===== src/rtl/sense_params.svh =====
`ifndef SENSE_PARAMS_SVH
`define SENSE_PARAMS_SVH

// Clock rate and documented times
`define CORE_CLK_HZ        50000000
`define INSTR_PERIOD_NS    500
// Scaled per microsecond so no product overflows 32 bits
`define CLK_PER_US         (`CORE_CLK_HZ / 1000000)
`define INSTR_CYCLES       ((`INSTR_PERIOD_NS * `CLK_PER_US) / 1000)
`define SWITCH_PERIOD_NS   6500
`define HALF_SWITCH_CYCLES (((`SWITCH_PERIOD_NS / 2) * `CLK_PER_US) / 1000)
`define DISCHARGE_NS       100000
`define DISCHARGE_CYCLES   ((`DISCHARGE_NS * `CLK_PER_US) / 1000)
`define TRANSITION_CYCLES  2
`define SLEEP_S            60
`define SLEEP_CYCLES       (64'(`SLEEP_S) * 64'(`CORE_CLK_HZ))
`define COUNT_RESET        16'h0000
`endif


===== src/rtl/sense_pkg.sv =====
package sense_pkg;
	typedef enum logic [3:0] {
		ST_INIT, ST_DISCHARGE, ST_CHARGE_GAP, ST_CHARGE, ST_SHARE_GAP,
		ST_SHARE, ST_CALIBRATE, ST_CALCULATE, ST_OUTPUT, ST_SLEEP
	} seq_state_type;

	typedef struct packed {
		logic o;
		logic oe;
	} pin_drive_type;

	typedef struct packed {
		pin_drive_type sense_charge_pin;
		pin_drive_type comparator_sense_pin;
		pin_drive_type cal_resistor_pin;
		pin_drive_type integrator_return_pin;
	} pin_bank_type;

	typedef struct packed {
		logic [15:0] switching_count;
		logic [15:0] calibration_count;
		logic        valid;
	} result_type;
endpackage


===== src/rtl/tick_divider.sv =====
`timescale 1ns/1ps
module tick_divider #(
	parameter int DIVIDE = 25
) (
	input  wire logic core_clk,
	input  wire logic rst,
	input  wire logic run,
	output logic      tick
);
	typedef struct packed {
		logic [15:0] cnt;
	} div_state_type;

	div_state_type st_r;
	div_state_type st_nxt;

	always_comb begin
		st_nxt = st_r;
		tick = 1'b0;
		if (!run) begin
			st_nxt.cnt = 16'h0000;
		end else if (st_r.cnt == 16'(DIVIDE - 1)) begin
			st_nxt.cnt = 16'h0000;
			tick = 1'b1;
		end else begin
			st_nxt.cnt = st_r.cnt + 16'h0001;
		end
	end

	always_ff @(posedge core_clk) begin
		if (rst) begin
			st_r <= '0;
		end else begin
			st_r <= st_nxt;
		end
	end
endmodule


===== src/rtl/cap_sense_sequencer.sv =====
`timescale 1ns/1ps
`include "sense_params.svh"
module cap_sense_sequencer #(
	// Sleep span exceeds a 32-bit int
	parameter int     COUNT_W     = 16,
	parameter longint SLEEP_TICKS = `SLEEP_CYCLES,
	parameter int     DISCH_TICKS = `DISCHARGE_CYCLES
) (
	input  wire logic               core_clk,
	input  wire logic               rst,
	input  wire logic               comp_above_upper,
	input  wire logic               comp_below_lower,
	input  wire logic               comparator_sense_in,
	output sense_pkg::pin_bank_type pins,
	output sense_pkg::result_type   result,
	output logic                    sleeping
);
	import sense_pkg::*;

	// ***********************************
	// Timing constants
	// ***********************************
	// Zero-length phases clamped to one cycle
	localparam int INSTR_DIV = (`INSTR_CYCLES < 1) ? 1 : `INSTR_CYCLES;
	localparam int HALF_SW   =
		(`HALF_SWITCH_CYCLES < 1) ? 1 : `HALF_SWITCH_CYCLES;
	localparam int GAP_CYC   =
		(`TRANSITION_CYCLES < 1) ? 1 : `TRANSITION_CYCLES;

	// ***********************************
	// Sequencer state
	// ***********************************
	typedef struct packed {
		seq_state_type        state;
		logic [31:0]          timer;
		logic [COUNT_W-1:0]   switching_count;
		logic [COUNT_W-1:0]   calibration_count;
		pin_bank_type         pins;
		result_type           result;
	} seq_type;

	seq_type     st_r;
	seq_type     st_nxt;
	logic        instr_tick;
	logic [31:0] phase_len;
	logic        phase_end;

	// ***********************************
	// Instruction clock, runs only while calibrating
	// ***********************************
	tick_divider #(
		.DIVIDE (INSTR_DIV)
	) u_instr_div (
		.core_clk (core_clk),
		.rst      (rst),
		.run      (st_r.state == ST_CALIBRATE),
		.tick     (instr_tick)
	);

	// ***********************************
	// Phase length per state
	// ***********************************
	// One compare serves every timed phase
	always_comb begin
		phase_len = 32'h0000_0001;
		case (st_r.state)
			ST_DISCHARGE: begin
				phase_len = 32'(DISCH_TICKS);
			end
			ST_CHARGE_GAP, ST_SHARE_GAP: begin
				phase_len = 32'(GAP_CYC);
			end
			ST_CHARGE, ST_SHARE: begin
				phase_len = 32'(HALF_SW);
			end
			ST_SLEEP: begin
				phase_len = 32'(SLEEP_TICKS);
			end
			default: begin
				phase_len = 32'h0000_0001;
			end
		endcase
	end

	// Timer counts from zero on phase entry
	assign phase_end = (st_r.timer + 32'h0000_0001) >= phase_len;

	// ***********************************
	// Sequencer
	// ***********************************
	always_comb begin
		st_nxt = st_r;
		st_nxt.timer = st_r.timer + 32'h0000_0001;
		st_nxt.result.valid = 1'b0;
		// Comparator pin always an undriven input
		st_nxt.pins.comparator_sense_pin = '0;
		case (st_r.state)
			ST_INIT: begin
				st_nxt.switching_count   = '0;
				st_nxt.calibration_count = '0;
				// Pins float while configuring
				st_nxt.pins.sense_charge_pin      = '0;
				st_nxt.pins.cal_resistor_pin      = '0;
				st_nxt.pins.integrator_return_pin = '0;
				st_nxt.timer = '0;
				st_nxt.state = ST_DISCHARGE;
			end
			ST_DISCHARGE: begin
				st_nxt.pins.sense_charge_pin      = '{o: 1'b0, oe: 1'b1};
				st_nxt.pins.cal_resistor_pin      = '{o: 1'b0, oe: 1'b1};
				st_nxt.pins.integrator_return_pin = '{o: 1'b0, oe: 1'b1};
				// Long enough to empty both capacitors
				if (phase_end) begin
					st_nxt.timer = '0;
					st_nxt.state = ST_CHARGE_GAP;
				end
			end
			ST_CHARGE_GAP: begin
				// Float everything before driving high
				st_nxt.pins.sense_charge_pin      = '0;
				st_nxt.pins.cal_resistor_pin      = '0;
				st_nxt.pins.integrator_return_pin = '0;
				if (phase_end) begin
					st_nxt.timer = '0;
					st_nxt.state = ST_CHARGE;
				end
			end
			ST_CHARGE: begin
				// Held high for half a switching period
				st_nxt.pins.sense_charge_pin = '{o: 1'b1, oe: 1'b1};
				if (phase_end) begin
					st_nxt.timer = '0;
					st_nxt.state = ST_SHARE_GAP;
				end
			end
			ST_SHARE_GAP: begin
				// Release the charge drive before sharing
				st_nxt.pins.sense_charge_pin      = '0;
				st_nxt.pins.integrator_return_pin = '0;
				if (phase_end) begin
					st_nxt.timer = '0;
					st_nxt.state = ST_SHARE;
				end
			end
			ST_SHARE: begin
				// Return pin low opens the share path
				st_nxt.pins.integrator_return_pin = '{o: 1'b0, oe: 1'b1};
				if (phase_end) begin
					st_nxt.timer = '0;
					// One completed charge/share pass
					st_nxt.switching_count =
						st_r.switching_count + 1'b1;
					// Threshold read once sharing has settled
					if (comp_above_upper) begin
						st_nxt.pins.integrator_return_pin = '0;
						st_nxt.state = ST_CALIBRATE;
					end else begin
						st_nxt.pins.integrator_return_pin = '0;
						st_nxt.state = ST_CHARGE_GAP;
					end
				end
			end
			ST_CALIBRATE: begin
				st_nxt.pins.sense_charge_pin      = '0;
				st_nxt.pins.cal_resistor_pin      = '{o: 1'b0, oe: 1'b1};
				st_nxt.pins.integrator_return_pin = '{o: 1'b0, oe: 1'b1};
				// Exit beats a tick in the same cycle
				if (comp_below_lower) begin
					st_nxt.timer = '0;
					st_nxt.state = ST_CALCULATE;
				end else if (instr_tick) begin
					st_nxt.calibration_count =
						st_r.calibration_count + 1'b1;
				end
			end
			ST_CALCULATE: begin
				// Counts frozen; capacitors discharging
				st_nxt.pins.sense_charge_pin      = '{o: 1'b0, oe: 1'b1};
				st_nxt.pins.cal_resistor_pin      = '{o: 1'b0, oe: 1'b1};
				st_nxt.pins.integrator_return_pin = '{o: 1'b0, oe: 1'b1};
				st_nxt.state = ST_OUTPUT;
			end
			ST_OUTPUT: begin
				// Counts copied once, held until next pass
				st_nxt.result.switching_count   = 16'(st_r.switching_count);
				st_nxt.result.calibration_count =
					16'(st_r.calibration_count);
				st_nxt.result.valid = 1'b1;
				st_nxt.timer = '0;
				st_nxt.state = ST_SLEEP;
			end
			ST_SLEEP: begin
				// Pins stay low from calculate onward
				if (phase_end) begin
					st_nxt.timer = '0;
					st_nxt.state = ST_INIT;
				end
			end
			default: begin
				// Unused codes restart cleanly
				st_nxt.state = ST_INIT;
			end
		endcase
	end

	// ***********************************
	// State register
	// ***********************************
	always_ff @(posedge core_clk) begin
		// Every pin floats while in reset
		if (rst) begin
			st_r <= '{state: ST_INIT, default: '0};
		end else begin
			st_r <= st_nxt;
		end
	end

	// ***********************************
	// Outputs
	// ***********************************
	assign pins     = st_r.pins;
	assign result   = st_r.result;
	assign sleeping = (st_r.state == ST_SLEEP);
endmodule


===== config.mk =====
export PLATFORM = sky130hd
export DESIGN_NAME = cap_sense_sequencer
export DESIGN_NICKNAME = d
export VERILOG_FILES = /design/src/rtl/sense_pkg.sv /design/src/rtl/tick_divider.sv /design/src/rtl/cap_sense_sequencer.sv
export VERILOG_INCLUDE_DIRS = /design/src /design/src/rtl
export SDC_FILE = /design/constraint.sdc
export NUM_CORES = 1
export LEC_CHECK = 0
export BUFFER_PORTS_ARGS = -buffer_cell sky130_fd_sc_hd__buf_2
export CORE_AREA = 2 2 138 100
export DETAILED_ROUTE_END_ITERATION = 10
export DIE_AREA = 0 0 140 102
export PLACE_DENSITY = 0.71
export SLEW_MARGIN = 25
export SYNTH_ARGS = -nofsm -noshare
export SYNTH_HDL_FRONTEND = slang
export SYNTH_SLANG_ARGS = --single-unit

===== constraint.sdc =====
create_clock -name core_clk -period 7.3 [get_ports core_clk]
set_input_delay 0.73 -clock core_clk [delete_from_list [all_inputs] [get_ports core_clk]]
set_output_delay 0.73 -clock core_clk [all_outputs]
set_load 0.03 [all_outputs]

Word level (Yosys, flattened, before mapping)
Index checks and enable logic that the tools add are counted.

word-level totals
  register bits after elaboration = 125
  bits of input ports = 5
  output and inout port bits = 42

operators by class
  add/sub/neg operators = 4
  order comparisons = 1
  eq/ne operators = 19
  multiplexer cells = 22
  bitwise operators = 1
  reductions and logical operators = 18

operators by type and width
  operator                                              count
  case mux 32 bit (8 select lines)                      1
  two-way mux 36 bit                                    6
  case mux 32 bit (4 select lines)                      1
  case mux 16 bit (2 select lines)                      2
  two-way mux 52 bit                                    1
  adder 16 x 1 -> 16 bit, second input constant         3
  case mux 4 bit (10 select lines)                      1
  adder 32 x 1 -> 32 bit, second input constant         1
  >= comparator 32 bit                                  1
  two-way mux 16 bit                                    2
  equality test 16 x 5 -> 1 bit, second input constant  1
  equality test 4 x 3 -> 1 bit, second input constant   4
  != test 2 bit, second input constant                  8
  case mux 2 bit (3 select lines)                       2
  OR reduction 2 bit                                    5
  OR reduction 3 bit                                    3
  equality test 4 x 2 -> 1 bit, second input constant   2
  equality test 4 bit, second input constant            2
  AND reduction 7 bit                                   1
  nonzero test 2 bit                                    3
  nonzero test 3 bit                                    2
  equality test 4 x 1 -> 1 bit, second input constant   1
  zero test 4 bit                                       1
  two-way mux 1 bit                                     4
  other kinds (7)                                       7

Longest topological paths before layout
Gate-level depths: netlist of run 1.

  word-level depth = 6
  gate-level depth with buffers = 16
  depth with buffers taken out = 14

Hierarchy
Synthesis of run 1 repeated with hierarchy kept, for this count alone.

unflattened totals
  cells, all modules = 757
  area total of the unflattened synthesis = 6301.0 um^2

modules (own cells, without submodules)
  module               instances  cells an instance  area each (um^2)  sequential area each (um^2)
  cap_sense_sequencer  1          671                5557.8            2102.0
  tick_divider         1          86                 743.2             320.3

Worst setup path before layout of run 1
Ideal clock, no wire load.

  path kind = register to register
  from = register st_r[107] (netlist name)
  to = register st_r[66] (netlist name)
  arrival = 3.657 ns
  data required time = 7.178 ns
  setup slack = 3.521 ns
  stages on the path, launching flop included = 16
  period minus slack after synthesis = 3.779 ns
  path through = dfxtp_1 > clkdlybuf4s50_2 > or2b_2 > a21oi_1 > nor2_1 > ha_1 > nand2b_1 > a211o_1 > a211oi_1 > o2111ai_1 > and4b_1 > o31a_1 > o21bai_2 > buf_4 > nor3b_1 > a311o_1

on the way
  longest elaborated chain between the ends = 6
  elaborated cells between the ends (all ways) = 15
  classes of those cells = 1 x order compare; 7 x eq/ne; 2 x mux; 5 x reduce/logical

RTL lines
  element                                                     line                                                  text
  from (decl)                                                 cap_sense_sequencer.sv:42                             seq_type st_r;
  from (signal assigned)                                      cap_sense_sequencer.sv:214                            st_r <= st_nxt;
  equality test 4 x 3 -> 1 bit, or another cell as far along  cap_sense_sequencer.sv:66, cap_sense_sequencer.sv:97
  OR reduction 2 bit                                          cap_sense_sequencer.sv:66                             case (st_r.state)
  case mux 32 bit (4 select lines)                            cap_sense_sequencer.sv:66
  >= comparator 32 bit                                        cap_sense_sequencer.sv:86                             assign phase_end = (st_r.timer + 32'h0000_0001) >= phase_len;
  != test 2 bit (no line)                                     -
  AND reduction 2 bit (no line)                               -

Several ways; a longest one is shown, not always the timed one.
A chain may end at the register's enable or synchronous reset.

Worst setup path after layout of run 1
  from = register st_r[106] (netlist name)
  to = register st_r[57] (netlist name)

The elaborated chain is that of the path after synthesis.

==> impl_metrics.ini, run 1 <==
[floorplanning]
die_area_mm2 = 0.0143
core-area_mm2 = 0.0129
rows = 35
die_y_um = 102
ios = 47
start_util_pct = 49.3
die_x_um = 140

[clock_network]
cts_sinks = 121
cts.repair.resized = 0
htreeDepth = 4
cts_tree = done
cts_buffer_depth = 2
numCtsBuffers = 17
clock_latency_ns = 0.41
path_clk_slew_ns = 0.06
root_buffer = clkbuf_16
post_cts_buffers = 0
cts_hold_buf = 0

[global_routing]
grt_pass1_wl_um = 22800
grt_max_degree = 51
grt_use_total_pct = 19.4
antenna_found_initial = 1
overflow = 0
first_global_vias = 4966

[layout]
final_core_util_pct = 53.9
layout_common_cells = dfxtp_1, nand2_1, a21oi_1
area_growth_pct = 9.17
drive_above_1_share_pct = 15.5
antenna_cells = 0
final_nets = 779
finish.instance_area_mm2 = 0.00696
instances_no_fill = 929
final_common_cell = dfxtp_1

[placed_design]
dpl.cell_count = 898
dpl_cell_area_mm2 = 0.00631
dp_hpwl_um = 9040
place_congestion = 0.806
place_worst_setup_slack_ns = 2.93
portBuffers = 41

[power]
p_clk_share_pct = 55.5
pwr-share-seq_pct = 40.7
irDropWorstVdd_mv = 0.192
swShare_pct = 21.5
p_leak_nw = 2.70
p_comb_share_pct = 3.8
power_density_mw_per_mm2 = 237
power.total_mw = 1.65
p_int_mw = 1.29
p_sw_uw = 354

[timing]
period_minus_slack_ns = 4.47
setup_viol = 0
final.setup.worst_slack_ns = 2.83
slew_headroom_pct = 40.5
min_period_over_period_pct = 61.2
tns_ns = 0
rsz0062_at_grt = no
hold_viol_final = 0
fmax_mhz = 224
skew_ns = 0.00765
worst_pin_slew_ns = 0.893
whs_ns = 0.449
drv_slew = 0

[routing]
via_per_inst = 5.52
routed_wl_um = 13400
first_pass_iters = 10
first_iter_violations = 338
num_vias = 5128
drc_errors = 4
ant_nets = 0
wl_per_cell_um = 14.4

[synth]
synth_async_sr_flop_share_pct = 0
syn-cell-area_mm2 = 0.00637
synth-edff-count = 0
avgSynthCellArea_um2 = 8.40
ys_seq_area_share_pct = 38.0
yosys_register_bits = 121
ys_types = 68
synth_ff_type = dfxtp_1
synth_cells = 759
ys.warnings.count = 0

[worst_setup_path]
r2r_cells = 13
cp-start-kind = register
crit_arrival_ns = 4.80
cp_max_fo = 18
reg2reg_to = st_r[57]
required_ns = 7.63
end_kind = register
regToRegSetupSlack_ns = 2.83
r2r-start = st_r[106]
critPathKind = register to register

[status]
outcome = complete, but fails checks
violations = DRC

[hold_path]
hold_start = result[28]
hp-class = register to register
holdPathStages = 2
hold_end = result[28]

[job]
cap_violations = 0
-- cells by family (layout without fill, tap and decap cells) --
kind of cell	count (synthesis)	after routing	share of synthesized area [%]
buf+inv	88	89	8.77
xor+xnor	49	49	6.73
mux	5	5	0.903
fa+ha+maj	23	23	4.52
simple gates	342	342	28.4
other cells	1	4	0.0588
compound gates	130	130	12.6
flops	121	121	38.0
-- final cells by class --
cell class	count	area (µm²)
Clock inverter	13	201
Fill cell	1156	5960
Multi-Input combinational cell	553	3410
Timing Repair Buffer	42	213
Tap cell	166	208
Inverter	16	60.1
Clock buffer	18	439
Sequential cell	121	2420
-- layer usage --
| metal | track usage, % | wire, µm | vias up |
|---|---|---|---|
| met5 | 0 | 11 | - |
| met3 | 5.06 | 518 | 20 |
| met2 | 32.6 | 6190 | 95 |
| met1 | 24.8 | 6520 | 2446 |
| li1 | - | - | 2565 |
| met4 | 6.45 | 155 | 2 |
-- state kept, by name, indices dropped and copies added, names as in the netlist --
register,cells
pins,4
result,33
st_r,68
u_instr_div.st_r,16
-- power by group through the flow --
stage	Clock (mW)	Combinational [mW]	Sequential (mW)
2_1_floorplan	0	0.0566	0.681
3_3_place_gp	0	0.0592	0.685
3_5_place_dp	0	0.0619	0.685
4_1_cts	0.927	0.0624	0.671
5_1_grt	0.956	0.0697	0.671
6_report	0.915	0.0629	0.671
-- worst max-delay path, stage by stage, from the launching register on --
cell	delay, ns
dfxtp_1	0.65
or2b_2	0.36
a21oi_1	0.31
nor2_1	0.13
ha_1	0.28
nand2b_1	0.15
a211o_1	0.30
a211oi_1	0.34
o2111ai_1	0.18
and4b_1	0.26
o31a_1	0.40
nor2_2	0.55
mux2_2	0.40
nor2_1	0.09
-- worst max path at each step --
stage	from	to	slack, ns	cells after the start
4_1_cts	st_r[106]	st_r[60]	2.86	13
3_5_place_dp	st_r[106]	st_r[57]	2.93	13
2_1_floorplan	st_r[107]	st_r[66]	3.52	15
3_3_place_gp	st_r[106]	st_r[57]	3.09	13
6_report	st_r[106]	st_r[57]	2.83	13
5_1_grt	st_r[105]	st_r[57]	2.60	11
-- cells in the mapped netlist (5+ instances only) --
| master | number | area share (%) |
|---|---|---|
| dfxtp_1 | 121 | 38 |
| nand2_1 | 106 | 6.2 |
| a21oi_1 | 65 | 5.1 |
| nor2_1 | 55 | 3.2 |
| buf_4 | 47 | 5.5 |
| nand3_1 | 30 | 2.4 |
| xor2_1 | 28 | 3.8 |
| nor2b_1 | 27 | 2.7 |
| ha_1 | 23 | 4.5 |
| xnor2_1 | 21 | 2.9 |
| nand4_1 | 19 | 1.9 |
| o21ai_0 | 18 | 1.4 |
| and3_1 | 17 | 1.7 |
| inv_1 | 16 | 0.94 |
| nand2b_1 | 16 | 1.6 |
| clkbuf_1 | 15 | 0.88 |
| or3_1 | 14 | 1.4 |
| nor3_1 | 12 | 0.94 |
| a31o_2 | 10 | 1.4 |
| or2_2 | 6 | 0.59 |
| nor4_1 | 5 | 0.49 |
| o21a_1 | 5 | 0.59 |
Power figures use the tool's default switching activity.
==> inputs of run 2 (changes only) <==
--- a/config.mk
+++ b/config.mk
@@ -10,7 +10,7 @@
 export CORE_AREA = 2 2 138 100
 export DETAILED_ROUTE_END_ITERATION = 10
 export DIE_AREA = 0 0 140 102
-export PLACE_DENSITY = 0.71
+export PLACE_DENSITY = 0.74
 export SLEW_MARGIN = 25
 export SYNTH_ARGS = -nofsm -noshare
 export SYNTH_HDL_FRONTEND = slang
==> constraint.sdc (replaced) <==
create_clock -name core_clk -period 3.85 [get_ports core_clk]
set_input_delay 0.385 -clock core_clk [delete_from_list [all_inputs] [get_ports core_clk]]
set_output_delay 0.385 -clock core_clk [all_outputs]
set_load 0.03 [all_outputs]
==> run 2 against run 1 <==
The flow still finishes with violations (DRC). Final cell count increased by 4.0%. Routed wire length is 2.6% higher. Global-route usage is 0.18 points higher.
==> impl_metrics.ini, run 2 (same netlist as run 1, synthesis figures left out) <==
[job]
cap_violations = 0

[timing]
tns_ns = 0
drv_slew = 0
fmax_mhz = 275
slew_headroom_pct = 54.9
final.setup.worst_slack_ns = 0.218
min_period_over_period_pct = 94.3
setup_viol = 0
worst_pin_slew_ns = 0.670
skew_ns = 0.00854
period_minus_slack_ns = 3.63
whs_ns = 0.368
hold_viol_final = 0

[worst_setup_path]
cp.buffers_inverters = 3
slowest_delay_ns = 0.42
cp-start-kind = register
critPathKind = register to register
cp_max_fo = 13
end_kind = register
worst_path_dominant_cell_family = compound AO/OA/AOI/OAI gates
required_ns = 4.15
crit_arrival_ns = 3.93
path_cells = nand4_1 > buf_6 > buf_4 > nor4_4 > nand2_1 > xnor2_1 > ha_1 > a21o_1 > a2111oi_4 > o211ai_1 > o31a_1 > o21bai_2 > buf_12 > nor3_1 > or3_1
slowest_stage = o31a_1

[layout]
final_nets = 815
final_common_cell = dfxtp_1
largest_reg_flops = 68
layout_common_cells = dfxtp_1, nand2_1, a21oi_1
area_growth_pct = 14.3
largest-register = st_r
antenna_cells = 0
finish.instance_area_mm2 = 0.00729
drive_above_1_share_pct = 20.9

[power]
p_leak_nw = 2.89
power_density_mw_per_mm2 = 419
power.total_mw = 3.06
irDropWorstVdd_mv = 0.363

[floorplanning]
die_x_um = 140
core-area_mm2 = 0.0129
die_area_mm2 = 0.0143
ios = 47
start_util_pct = 49.3
rows = 35
die_y_um = 102

[clock_network]
cts_tree = done
clock_latency_ns = 0.42
path_clk_slew_ns = 0.06
cts_buffer_depth = 2
cts_hold_buf = 0
numCtsBuffers = 17
cts_sinks = 121
root_buffer = clkbuf_16
htreeDepth = 4

[routing]
met1Wirelength_um = 7060
routed_wl_um = 13700
wl_met2_um = 5980
num_vias = 5216
ant_nets = 0
via_per_inst = 5.40
wl_per_cell_um = 14.2
wl_met3_um = 590
first_pass_iters = 8
topRoutingLayerUsed = met4
first_iter_violations = 327
drc_errors = 2

[global_routing]
antenna_found_initial = 0
first_global_vias = 4595
grt_pass1_wl_um = 22600
overflow = 0
grt_use_total_pct = 19.6
grt_max_degree = 37

[placed_design]
portBuffers = 41
dp_hpwl_um = 9170
dpl_cell_area_mm2 = 0.00656
place_worst_setup_slack_ns = 0.0181
place_congestion = 0.768

[hold_path]
hp-class = input port to register

[status]
outcome = complete, but fails checks
violations = DRC
-- run 2: cell count changes in the layout (fill, tap and decap cells not counted), sizes merged --
| cell | before | now |
|---|---|---|
| buf | 42 | 78 |
| bufinv | 5 | 3 |
| clkbuf | 18 | 17 |
| clkinvlp | 3 | 2 |
| inv | 16 | 21 |
-- run 2: layer usage --
layer | GRT usage (%) | up-vias
met5 | 0 | -
met3 | 4.69 | 11
met4 | 4.97 | 0
met2 | 30.6 | 105
met1 | 27.7 | 2455
li1 | - | 2645
-- run 2: final cells by class --
cell class	count	area [µm²]
inverters	16	60.1
repair buffers	78	512
clock inverters	15	189
clock buffers	17	425
well taps	166	208
fillers	1175	5630
multi-input cells	553	3460
flip-flops and latches	121	2430
-- run 2: path summary, 6_finish.rpt --
check | to | startpoint | cells after the start | slack [ns]
setup / recovery | st_r[60] | st_r[86] | 15 | 0.22
hold / removal | st_r[107] | comp_above_upper | 4 | 0.37
setup reg to reg | st_r[60] | st_r[86] | 15 | 0.22
hold reg to reg | result[32] | result[32] | 2 | 0.45
-- run 2: report_power, final --
part           switching [mW]  internal, mW
logic                  0.0885        0.0485
registers             0.00500          1.26
clock network           0.625          1.03
-- run 2: worst min-delay path: cells and delay by family --
kind,cells,cell delay (ns)
buffers and inverters,2,0.14
AOI/OAI and AO/OA,2,0.19
-- run 2: repair_timing --
| action | CTS | global route |
|---|---|---|
| resized for setup | 0 | 19 |
| setup endpoints to repair | 0 | 52 |
| setup buffers | 0 | 7 |
-- run 2: through the flow --
step	cells	util (%)
finish	966	56.4
floorplan	762	-
global placement	927	50.7
CTS	959	55.5
global route	966	56.4
detailed placement	927	50.7
